==> config.mk <==
export PLATFORM = sky130hd
export DESIGN_NAME = rtc_calendar_alarm_value_regs
export DESIGN_NICKNAME = d
export VERILOG_FILES = /design/src/logic/rtc_value_pkg.sv /design/src/logic/rtc_calendar_alarm_value_regs.sv
export SDC_FILE = /design/constraint.sdc
export NUM_CORES = 1
export LEC_CHECK = 0
export ABC_AREA = 1
export BUFFER_PORTS_ARGS = -buffer_cell sky130_fd_sc_hd__buf_2
export CAP_MARGIN = 25
export CORE_MARGIN = 1
export CORE_UTILIZATION = 33
export DETAILED_ROUTE_END_ITERATION = 16
export SETUP_SLACK_MARGIN = 0.05
export SLEW_MARGIN = 30
export SYNTH_ARGS = -nofsm -noshare
export SYNTH_HDL_FRONTEND = slang
export SYNTH_SLANG_ARGS = --single-unit
==> constraint.sdc <==
create_clock -name clk -period 1.8 [get_ports clk]
set_input_delay 0.27 -clock clk [delete_from_list [all_inputs] [get_ports clk]]
set_output_delay 0.27 -clock clk [all_outputs]
set_load 0.05 [all_outputs]
==> src/logic/rtc_value_pkg.sv <==
// Purpose: Constants for the calendar and alarm value windows.
// Assumes: 16-bit register port, one word per offset.
// Notes: Offsets are local choices.
// Function
// Month tens digit is bit 12.
// Month ones digit in bits 11-8.
// Day tens digit in bits 5-4.
// Day ones digit in bits 3-0.
// Unused value bits read as zero.
// Value writes accepted only while unlocked.
// Alarm pointer 10 selects alarm month/day.
// Alarm pointer 01 selects alarm weekday/hour.
// Alarm weekday in bits 10-8.
// Alarm hour tens in bits 5-4.
// Alarm hour ones in bits 3-0.
// Calendar pointer 10 month/day, 11 year.
// Locked write changes nothing at all; here a locked control word write still lands.
package rtc_value_pkg;
  localparam int ADDR_W = 4;
  localparam int DATA_W = 16;
  localparam logic [3:0] OFS_CONTROL = 4'h0;
  localparam logic [3:0] OFS_CAL_WINDOW = 4'h1;
  localparam logic [3:0] OFS_ALM_WINDOW = 4'h2;
  localparam int POS_UNLOCK = 0;
  localparam int POS_CAL_PTR = 8;
  localparam int POS_ALM_PTR = 12;
  localparam logic [1:0] PTR_WEEKDAY_HOUR = 2'h1;
  localparam logic [1:0] PTR_MONTH_DAY = 2'h2;
  localparam logic [1:0] PTR_YEAR = 2'h3;
  localparam int POS_MONTH_TENS = 12;
  localparam int POS_MONTH_ONES = 8;
  localparam int POS_WEEKDAY = 8;
  localparam int POS_DAY_TENS = 4;
  localparam int POS_DAY_ONES = 0;
  localparam int POS_YEAR_TENS = 4;
  localparam logic [1:0] RESET_PTR = 2'h0;
  localparam logic [15:0] RESET_VALUE = 16'h0000;
endpackage

==> src/logic/rtc_calendar_alarm_value_regs.sv <==
// Purpose: Calendar and alarm value windows behind a write unlock.
// Assumes: Single clock, strobes one cycle long.
// Notes: Read data valid the cycle after the read strobe.
// Notes: Window digits are stored as written; ranges are not checked.
// Notes: The control word stays writable so software can always unlock.
//
// The register offsets and the plain strobed port are this design's own decisions.
`timescale 1ns/1ps
module rtc_calendar_alarm_value_regs (
  input wire logic clk,
  input wire logic nrst,
  input wire logic [rtc_value_pkg::ADDR_W-1:0] addr,
  input wire logic [rtc_value_pkg::DATA_W-1:0] wdata,
  input wire logic wr,
  input wire logic rd,
  output logic [rtc_value_pkg::DATA_W-1:0] rdata,
  output logic clock_write_unlock,
  output logic [1:0] calendar_window_pointer,
  output logic [1:0] alarm_window_pointer
);
  import rtc_value_pkg::*;

  typedef struct packed {
    logic unlock;
    logic [1:0] cal_ptr;
    logic [1:0] alm_ptr;
    logic [7:0] year;
    logic [12:0] cal_md;
    logic [12:0] alm_md;
    logic [10:0] alm_wh;
    logic [15:0] rdata;
  } state_t;

  state_t s;
  state_t next_s;

  // ==========================================
  // Bus decode
  // Each strobe is qualified by its address in one place.
  logic hit_control;
  logic hit_cal_window;
  logic hit_alm_window;
  logic hit_unmapped;

  logic write_control;
  logic write_cal_window;
  logic write_alm_window;

  logic read_control;
  logic read_cal_window;
  logic read_alm_window;
  logic window_write_allowed;

  assign hit_control = (addr == OFS_CONTROL);
  assign hit_cal_window = (addr == OFS_CAL_WINDOW);
  assign hit_alm_window = (addr == OFS_ALM_WINDOW);
  assign hit_unmapped = !(hit_control || hit_cal_window || hit_alm_window);

  assign write_control = wr && hit_control;
  assign write_cal_window = wr && hit_cal_window;
  assign write_alm_window = wr && hit_alm_window;

  assign read_control = rd && hit_control;
  assign read_cal_window = rd && hit_cal_window;
  assign read_alm_window = rd && hit_alm_window;
  assign window_write_allowed = s.unlock;

  // ==========================================
  // Pointer decode
  // Each decoded pointer code names one register behind its window; the other codes name none.
  logic cal_sel_month_day;
  logic cal_sel_year;
  logic alm_sel_month_day;
  logic alm_sel_weekday_hour;

  assign cal_sel_month_day = (s.cal_ptr == PTR_MONTH_DAY);
  assign cal_sel_year = (s.cal_ptr == PTR_YEAR);
  assign alm_sel_month_day = (s.alm_ptr == PTR_MONTH_DAY);
  assign alm_sel_weekday_hour = (s.alm_ptr == PTR_WEEKDAY_HOUR);

  // ==========================================
  // Write enables
  // A window write lands only while unlocked and only in a decoded register.
  logic load_cal_md;
  logic load_year;
  logic load_alm_md;
  logic load_alm_wh;

  assign load_cal_md = write_cal_window && window_write_allowed && cal_sel_month_day;
  assign load_year = write_cal_window && window_write_allowed && cal_sel_year;
  assign load_alm_md = write_alm_window && window_write_allowed && alm_sel_month_day;
  assign load_alm_wh = write_alm_window && window_write_allowed && alm_sel_weekday_hour;

  // ==========================================
  // Field packing
  // Unused bit positions are never stored and always read as zero.

  // Places the stored month and day digits in their register positions.
  function automatic logic [15:0] md_word(input logic [12:0] v);
    logic [15:0] w;
    w = 16'h0000;
    w[POS_MONTH_TENS] = v[12];
    w[POS_MONTH_ONES +: 4] = v[11:8];
    w[POS_DAY_TENS +: 2] = v[5:4];
    w[POS_DAY_ONES +: 4] = v[3:0];
    return w;
  endfunction

  // Keeps only the month and day digit bits of a written word.
  function automatic logic [12:0] md_field(input logic [15:0] w);
    logic [12:0] v;
    v = 13'h0;
    v[12] = w[POS_MONTH_TENS];
    v[11:8] = w[POS_MONTH_ONES +: 4];
    v[5:4] = w[POS_DAY_TENS +: 2];
    v[3:0] = w[POS_DAY_ONES +: 4];
    return v;
  endfunction

  // Places the stored weekday and hour digits in their register positions.
  function automatic logic [15:0] wh_word(input logic [10:0] v);
    logic [15:0] w;
    w = 16'h0000;
    w[POS_WEEKDAY +: 3] = v[10:8];
    w[POS_DAY_TENS +: 2] = v[5:4];
    w[POS_DAY_ONES +: 4] = v[3:0];
    return w;
  endfunction

  // Keeps only the weekday and hour digit bits of a written word.
  function automatic logic [10:0] wh_field(input logic [15:0] w);
    logic [10:0] v;
    v = 11'h0;
    v[10:8] = w[POS_WEEKDAY +: 3];
    v[5:4] = w[POS_DAY_TENS +: 2];
    v[3:0] = w[POS_DAY_ONES +: 4];
    return v;
  endfunction

  // Places the stored year digits in the low byte.
  function automatic logic [15:0] year_word(input logic [7:0] v);
    logic [15:0] w;
    w = 16'h0000;
    w[POS_YEAR_TENS +: 4] = v[7:4];
    w[3:0] = v[3:0];
    return w;
  endfunction

  // Keeps only the year digits of a written word.
  function automatic logic [7:0] year_field(input logic [15:0] w);
    logic [7:0] v;
    v = 8'h00;
    v[7:4] = w[POS_YEAR_TENS +: 4];
    v[3:0] = w[3:0];
    return v;
  endfunction

  // ==========================================
  // Control register
  // Unlock and pointers share one word that is always writable.

  // Packs the unlock bit and both pointers into the control word.
  function automatic logic [15:0] ctl_word(
    input logic unlock,
    input logic [1:0] cal_ptr,
    input logic [1:0] alm_ptr
  );
    logic [15:0] w;
    w = 16'h0000;
    w[POS_UNLOCK] = unlock;
    w[POS_CAL_PTR +: 2] = cal_ptr;
    w[POS_ALM_PTR +: 2] = alm_ptr;
    return w;
  endfunction

  // Takes the unlock bit from a written control word.
  function automatic logic ctl_unlock(input logic [15:0] w);
    logic v;
    v = w[POS_UNLOCK];
    return v;
  endfunction

  // Takes the calendar pointer from a written control word.
  function automatic logic [1:0] ctl_cal_ptr(input logic [15:0] w);
    logic [1:0] v;
    v = w[POS_CAL_PTR +: 2];
    return v;
  endfunction

  // Takes the alarm pointer from a written control word.
  function automatic logic [1:0] ctl_alm_ptr(input logic [15:0] w);
    logic [1:0] v;
    v = w[POS_ALM_PTR +: 2];
    return v;
  endfunction

  // ==========================================
  // Window views
  // Pointer codes without a register read as zero.

  // Presents the register that the calendar pointer selects.
  function automatic logic [15:0] cal_read(
    input logic [1:0] ptr,
    input logic [12:0] md,
    input logic [7:0] yr
  );
    logic [15:0] w;
    w = 16'h0000;
    unique case (ptr)
      PTR_MONTH_DAY: begin
        w = md_word(md);
      end
      PTR_YEAR: begin
        w = year_word(yr);
      end
      default: begin
        w = 16'h0000;
      end
    endcase
    return w;
  endfunction

  // Presents the register that the alarm pointer selects.
  function automatic logic [15:0] alm_read(
    input logic [1:0] ptr,
    input logic [12:0] md,
    input logic [10:0] wh
  );
    logic [15:0] w;
    w = 16'h0000;
    unique case (ptr)
      PTR_MONTH_DAY: begin
        w = md_word(md);
      end
      PTR_WEEKDAY_HOUR: begin
        w = wh_word(wh);
      end
      default: begin
        w = 16'h0000;
      end
    endcase
    return w;
  endfunction

  // ==========================================
  // Next state
  // Read data stand for one cycle and are zero otherwise.
  always_comb begin
    logic [15:0] read_word;
    next_s = s;
    read_word = 16'h0000;
    // The control word is taken whatever the unlock state.
    if (write_control) begin
      next_s.unlock = ctl_unlock(wdata);
      next_s.cal_ptr = ctl_cal_ptr(wdata);
      next_s.alm_ptr = ctl_alm_ptr(wdata);
    end
    if (load_cal_md) begin
      next_s.cal_md = md_field(wdata);
    end
    if (load_year) begin
      next_s.year = year_field(wdata);
    end
    if (load_alm_md) begin
      next_s.alm_md = md_field(wdata);
    end
    if (load_alm_wh) begin
      next_s.alm_wh = wh_field(wdata);
    end
    if (read_control) begin
      read_word = ctl_word(s.unlock, s.cal_ptr, s.alm_ptr);
    end else if (read_cal_window) begin
      read_word = cal_read(s.cal_ptr, s.cal_md, s.year);
    end else if (read_alm_window) begin
      read_word = alm_read(s.alm_ptr, s.alm_md, s.alm_wh);
    end else if (rd && hit_unmapped) begin
      read_word = 16'h0000;
    end else begin
      read_word = 16'h0000;
    end
    next_s.rdata = read_word;
  end

  // ==========================================
  // State register
  // Every stored value starts from zero.
  always_ff @(posedge clk or negedge nrst) begin
    if (!nrst) begin
      s.unlock <= 1'b0;
      s.cal_ptr <= RESET_PTR;
      s.alm_ptr <= RESET_PTR;
      s.year <= 8'h00;
      s.cal_md <= 13'h0;
      s.alm_md <= 13'h0;
      s.alm_wh <= 11'h0;
      s.rdata <= RESET_VALUE;
    end else begin
      s <= next_s;
    end
  end

  // ==========================================
  // Outputs
  // All outputs come straight from the state register.
  assign rdata = s.rdata;
  assign clock_write_unlock = s.unlock;
  assign calendar_window_pointer = s.cal_ptr;
  assign alarm_window_pointer = s.alm_ptr;
endmodule

==> results.json, run 1 <==
{
  "clkSlewWorstSetupHoldPaths_ns": 0.06,
  "fp.dieH_um": 95.73,
  "h-tree-depth": 3,
  "fin_nets": 408,
  "fp.coreArea_mm2": 0.008341,
  "grt_pass1_wl_mm": 11.21,
  "dieArea_mm2": 0.009164,
  "seq_area_frac_synth_pct": 50.06,
  "setup.worst_path.end_class": "flip-flop",
  "maxCapViolCount": 0,
  "io_buffers": 40,
  "grt_max_degree": 59,
  "top_level_ports": 45,
  "ys_ff_latch": 58,
  "grt.total_usage_pct": 16.50,
  "drt-initial-drc-count": 104,
  "crit_path_end": "s[35]",
  "tightest_slew_ns": 0.5069,
  "required_ns": 2.01,
  "r2r_start": "alarm_window_pointer[0]",
  "max_slew_margin_pct": 66.11,
  "routabilityCongestion": 0.7865,
  "ys.flop_type": "dfrtp_1",
  "rsz0062_at_grt": "no",
  "r2r_cells": 5,
  "startpoint_type": "flip-flop",
  "reg2reg_slack_ns": 0.29,
  "cts.sinks": 58,
  "vias": 2433,
  "p_leak_nw": 1.757,
  "hold_viol": 0,
  "worstPathMaxFanout": 11,
  "layout-drive-gt1-share_pct": 19.17,
  "async_flop_share_pct": 100.0,
  "syn_to_final_growth_pct": 13.42,
  "powerDensity_mw_per_mm2": 951.2,
  "yosys-top-cells-count": "nand2_1, dfrtp_1, nand4_1",
  "pre_cts_slack_ns": 0.2537,
  "min_path_type": "in2reg",
  "firstDrtPassIters": 4,
  "synth_top_area_cell": "dfrtp_1",
  "cts_buffers": 9,
  "yosysUniqueCellTypes": 20,
  "yosysMostFrequentCell": "nand2_1",
  "r2r-end": "s[35]",
  "post_cts_buffers": 0,
  "cp-startpoint": "alarm_window_pointer[0]",
  "routed_via_density": 4.955,
  "die_w_um": 95.73,
  "routedWlPerCell_um": 13.87,
  "irDropWorstVdd_mv": 0.3765,
  "clk_latency_ns": 0.34,
  "synth.cell_area_mm2": 0.002899,
  "tns_ns": 0,
  "ys.warnings.count": 0,
  "synth_area_leaders": "dfrtp_1, nand2_1, nand4_1, buf_4, nand3_1",
  "cts_tree": "done",
  "crit_arrival_ns": 1.72,
  "grt-ovfl-total": 0,
  "grt_pass1_vias": 2265,
  "start_util_pct": 34.76,
  "synthCells": 356,
  "cts_buffer_depth": 2,
  "grt_antenna_before_repair": 0,
  "drc": 0,
  "drv_slew": 0,
  "worstSetupPathType": "reg2reg",
  "hpwlAfterDp_mm": 4.695,
  "setup_ws_ns": 0.2919,
  "setup_viol": 0,
  "num_rows": 33,
  "synth_edf_count": 0,
  "clock-root-buffer": "clkbuf_8",
  "period_share_pct": 83.78,
  "diodes": 0,
  "syn_avg_cell_area_um2": 8.143,
  "ant_nets": 0,
  "fin_crit_ns": 1.508,
  "routed_wl_mm": 6.811,
  "synth_top_area_share_pct": 50.06,
  "max_freq_mhz": 663.1,
  "skew_ns": 0.007577,
  "status": "completed"
}
==> stage by stage <==
step | power (mW) | cells | hold slack (ns) | utilization, % | instance area [um2]
after global placement | 1.986 | 475 | 0.3008 | 37.02 | 3088
final | 3.128 | 491 | 0.1889 | 39.42 | 3288
after global routing | 3.279 | 491 | 0.2019 | 39.42 | 3288
after detailed placement | 1.992 | 475 | 0.3010 | 37.02 | 3088
after floorplan | 1.824 | 357 | -0.02559 | - | 2903
after CTS | 3.160 | 491 | 0.1738 | 39.36 | 3283
==> per-layer routing <==
metal / wire (um) / global-route usage (%) / part of all wire, % / vias to the layer above
met5: 0 / 0 / 0 / -
met2: 3249 / 25.18 / 48 / 55
met1: 3050 / 22.08 / 45 / 1161
met3: 395 / 4.581 / 5.8 / 12
met4: 116 / 6.716 / 1.7 / 0
li1: - / - / - / 1205
==> registers in the layout (all words and copies together) (netlist names) <==
name / count
clock_write_unlock: 1
s: 39
rdata: 14
alarm_window_pointer: 2
calendar_window_pointer: 2
==> timing repair <==
| item | in CTS | in global routing |
|---|---|---|
| hold buffers | 1 | 0 |
| setup endpoints to repair | 0 | 3 |
| endpoints found under the hold margin | 58 | 0 |
| resized for setup | 0 | 1 |
==> placed cells by master (no fill, tap or decap), types with 2 or more instances in the layout <==
cell      instances
a21oi_1          12
buf_2            40
buf_4            14
clkbuf_1          2
clkbuf_8         10
clkinv_2          2
conb_1            2
dfrtp_1          58
ha_1              2
inv_1            18
nand2_1         126
nand3_1          24
nand3_2           3
nand4_1          48
nor2_1           15
nor2_4            2
o21ai_0           2
==> how the worst min path moves through the flow <==
stage / startpoint / endpoint / slack [ns] / depth (start not counted)
floorplan: nrst / alarm_window_pointer[0] / -0.03 / 0
global placement: nrst / rdata[13] / 0.30 / 2
detailed placement: nrst / rdata[13] / 0.30 / 2
CTS: wdata[6] / s[59] / 0.17 / 3
global route: wdata[11] / s[51] / 0.20 / 3
finish: wdata[6] / s[59] / 0.19 / 3
==> layout make-up <==
| cell class | count | area [um2] |
|---|---|---|
| fill | 875 | 5052 |
| sequential | 58 | 1451 |
| multi-input combinational | 237 | 1110 |
| timing repair buffer | 56 | 335.3 |
| clock buffer | 12 | 145.1 |
| tap | 105 | 131.4 |
| inverter | 20 | 75.07 |
| clock inverter | 3 | 40.04 |
==> critical path: stages, from the launching register on <==
cell and delay (ns):
dfrtp_1 0.42, inv_1 0.10, ha_1 0.21, nand3_1 0.40, nand2_1 0.18, nand2_1 0.08
==> cell families after synthesis <==
| kind of cell | Yosys count | share of synthesized area [%] |
|---|---|---|
| buf+inv | 62 | 11.95 |
| other cells | 1 | 0.1294 |
| compound gates | 14 | 2.417 |
| fa+ha+maj | 2 | 0.8630 |
| flops | 58 | 50.06 |
| simple gates | 219 | 34.57 |
==> where the power goes <==
group,leakage [nW],internal [mW],switching (mW)
Sequential,0.794,1.37,0.0527
Clock,0.0962,0.665,0.492
Combinational,0.867,0.138,0.406
(Power assumes the default switching activity.)
==> run 2, diff against run 1 <==
==> constraint.sdc (replaced) <==
create_clock -name clk -period 1.4 [get_ports clk]
set_input_delay 0.21 -clock clk [delete_from_list [all_inputs] [get_ports clk]]
set_output_delay 0.21 -clock clk [all_outputs]
set_load 0.05 [all_outputs]
==> run 2 against run 1 <==
Final cell count increased by 2.9%. Die area unchanged. Power increased by 39%. Clock-buffer cell count increased by 1. Largest cell class unchanged.
==> results.json, run 2 (synthesis results as in run 1) <==
{
  "diodes": 0,
  "routedWlPerCell_um": 14.29,
  "clk_latency_ns": 0.34,
  "drc": 0,
  "syn_to_final_growth_pct": 21.41,
  "drt-initial-drc-count": 130,
  "p_leak_nw": 1.853,
  "cp_num_buf_inv": 1,
  "rsz0062_at_grt": "yes",
  "dp_cells": 483,
  "required_ns": 1.19,
  "fin_nets": 422,
  "grt_antenna_before_repair": 0,
  "fin_crit_ns": 1.310,
  "crit_arrival_ns": 1.10,
  "worstSetupPathType": "reg2out",
  "cts_tree": "done",
  "r2r_cells": 7,
  "power.switching_mw": 1.311,
  "r2r-end": "rdata[9]",
  "clock-root-buffer": "clkbuf_8",
  "min_path_type": "in2reg",
  "min_from": "wdata[7]",
  "top_level_ports": 45,
  "fp.coreArea_mm2": 0.008341,
  "met1Wirelength_mm": 3.333,
  "grt-ovfl-total": 0,
  "layout-drive-gt1-share_pct": 26.25,
  "seq_power_share_pct": 42.4,
  "worstPathMaxFanout": 7,
  "irDropWorstVdd_mv": 0.4540,
  "setup.worst_path.end_class": "primary output",
  "pwr-share-comb_pct": 20.5,
  "firstDrtPassIters": 4,
  "startpoint_type": "flip-flop",
  "h-tree-depth": 3,
  "cpLargestDelayFamily": "flip-flops",
  "hpwlAfterDp_mm": 4.906,
  "cts_buffer_depth": 2,
  "wl_met3_um": 297,
  "grt_pass1_wl_mm": 11.95,
  "grt_pass1_vias": 2396,
  "worstPathCellList": "buf_2",
  "grt_max_degree": 59,
  "reg2reg_slack_ns": 0.12,
  "max_freq_mhz": 763.3,
  "hold_depth": 3,
  "clkSlewWorstSetupHoldPaths_ns": 0.06,
  "largest_register_ffs": 39,
  "final-instance-count-excl-fill": 505,
  "r2r_start": "alarm_window_pointer[1]",
  "routabilityCongestion": 0.7764,
  "fp.dieH_um": 95.73,
  "final_cell_mix": "nand2_1, dfrtp_1, nand4_1",
  "worst_path_max_delay_cell": "dfrtp_1",
  "vias": 2514,
  "switching_share_pct": 30.13,
  "period_share_pct": 93.57,
  "hold_viol": 0,
  "highest_layer": "met4",
  "whs_endpoint": "s[60]",
  "setup_viol": 0,
  "num_rows": 33,
  "grt.total_usage_pct": 17.51,
  "cpPeakStageDelay_ns": 0.46,
  "power_frac_clock_pct": 37.1,
  "tns_ns": 0,
  "die_w_um": 95.73,
  "wl_met2_mm": 3.506,
  "routed_wl_mm": 7.218,
  "reg_top3": "s: 39 flops, rdata: 14 flops",
  "powerDensity_mw_per_mm2": 1236,
  "dieArea_mm2": 0.009164,
  "regMostFlops": "s",
  "routed_via_density": 4.978,
  "start_util_pct": 34.76,
  "maxCapViolCount": 0,
  "final_common_cell": "nand2_1",
  "drv_slew": 0,
  "status": "completed",
  "skew_ns": 0.007125,
  "p_int_mw": 3.040,
  "io_buffers": 40,
  "ant_nets": 0,
  "cts_buffers": 9,
  "cts.sinks": 58
}
[run 2: worst register-to-register path, cell delays in order (launching register included)]
cell	delay [ns]
dfrtp_1	0.43
inv_2	0.10
ha_4	0.14
buf_12	0.14
nand2_1	0.09
a21oi_2	0.16
nand2_1	0.09
nand3_2	0.07
[run 2: repair_timing]
item | CTS | global route
setup buffers | 0 | 5
gates cloned | 0 | 1
hold buffers | 1 | 0
gates resized for setup | 6 | 19
endpoints found under the hold margin | 58 | 0
endpoints found under the setup margin | 45 | 25
pin swaps | 0 | 2
[run 2: power groups by stage]
| stage | combinational (mW) | sequential (mW) | clock (mW) |
|---|---|---|---|
| after floorplan | 0.478 | 1.87 | 0 |
| final | 0.892 | 1.85 | 1.61 |
| after global routing | 0.965 | 1.86 | 1.71 |
| after CTS | 0.782 | 1.84 | 1.65 |
| after detailed placement | 0.754 | 1.87 | 0 |
| after global placement | 0.747 | 1.86 | 0 |
[run 2: how the worst max path moves through the flow]
stage	start	to	slack, ns	cells past startpoint
after floorplan	alarm_window_pointer[1]	s[18]	0.06	7
after CTS	alarm_window_pointer[0]	rdata[9]	0.03	7
after detailed placement	clock_write_unlock	s[54]	0.002	5
after global routing	calendar_window_pointer[1]	s[60]	0.03	5
final	calendar_window_pointer[1]	calendar_window_pointer[1]	0.09	1
after global placement	alarm_window_pointer[0]	rdata[2]	0.03	7
[run 2: layer usage]
layer	GRT usage [%]	up-vias
met5	0	-
met2	28.10	63
met1	23.29	1205
met4	7.090	0
met3	3.318	6
li1	-	1240
[run 2: final cells by class]
| class | instances | area, um2 |
|---|---|---|
| tap | 105 | 131.4 |
| inverter | 20 | 77.57 |
| clock buffer | 13 | 168.9 |
| clock inverter | 2 | 35.03 |
| fill | 846 | 4821 |
| sequential | 58 | 1455 |
| multi-input combinational | 237 | 1170 |
| timing repair buffer | 70 | 481.7 |
[run 2: metrics by stage]
| stage | setup slack [ns] | total power [mW] | utilization [%] | cell area, um2 | hold slack [ns] |
|---|---|---|---|---|---|
| CTS | 0.03340 | 4.265 | 40.91 | 3412 | 0.1113 |
| detailed placement | 0.002086 | 2.620 | 38.06 | 3174 | 0.2404 |
| global placement | 0.02754 | 2.608 | 38.06 | 3174 | 0.2424 |
| floorplan | 0.05854 | 2.347 | - | 2904 | -0.08559 |
| finish | 0.08995 | 4.351 | 42.20 | 3520 | 0.1227 |
| global route | 0.02915 | 4.536 | 42.20 | 3520 | 0.1415 |
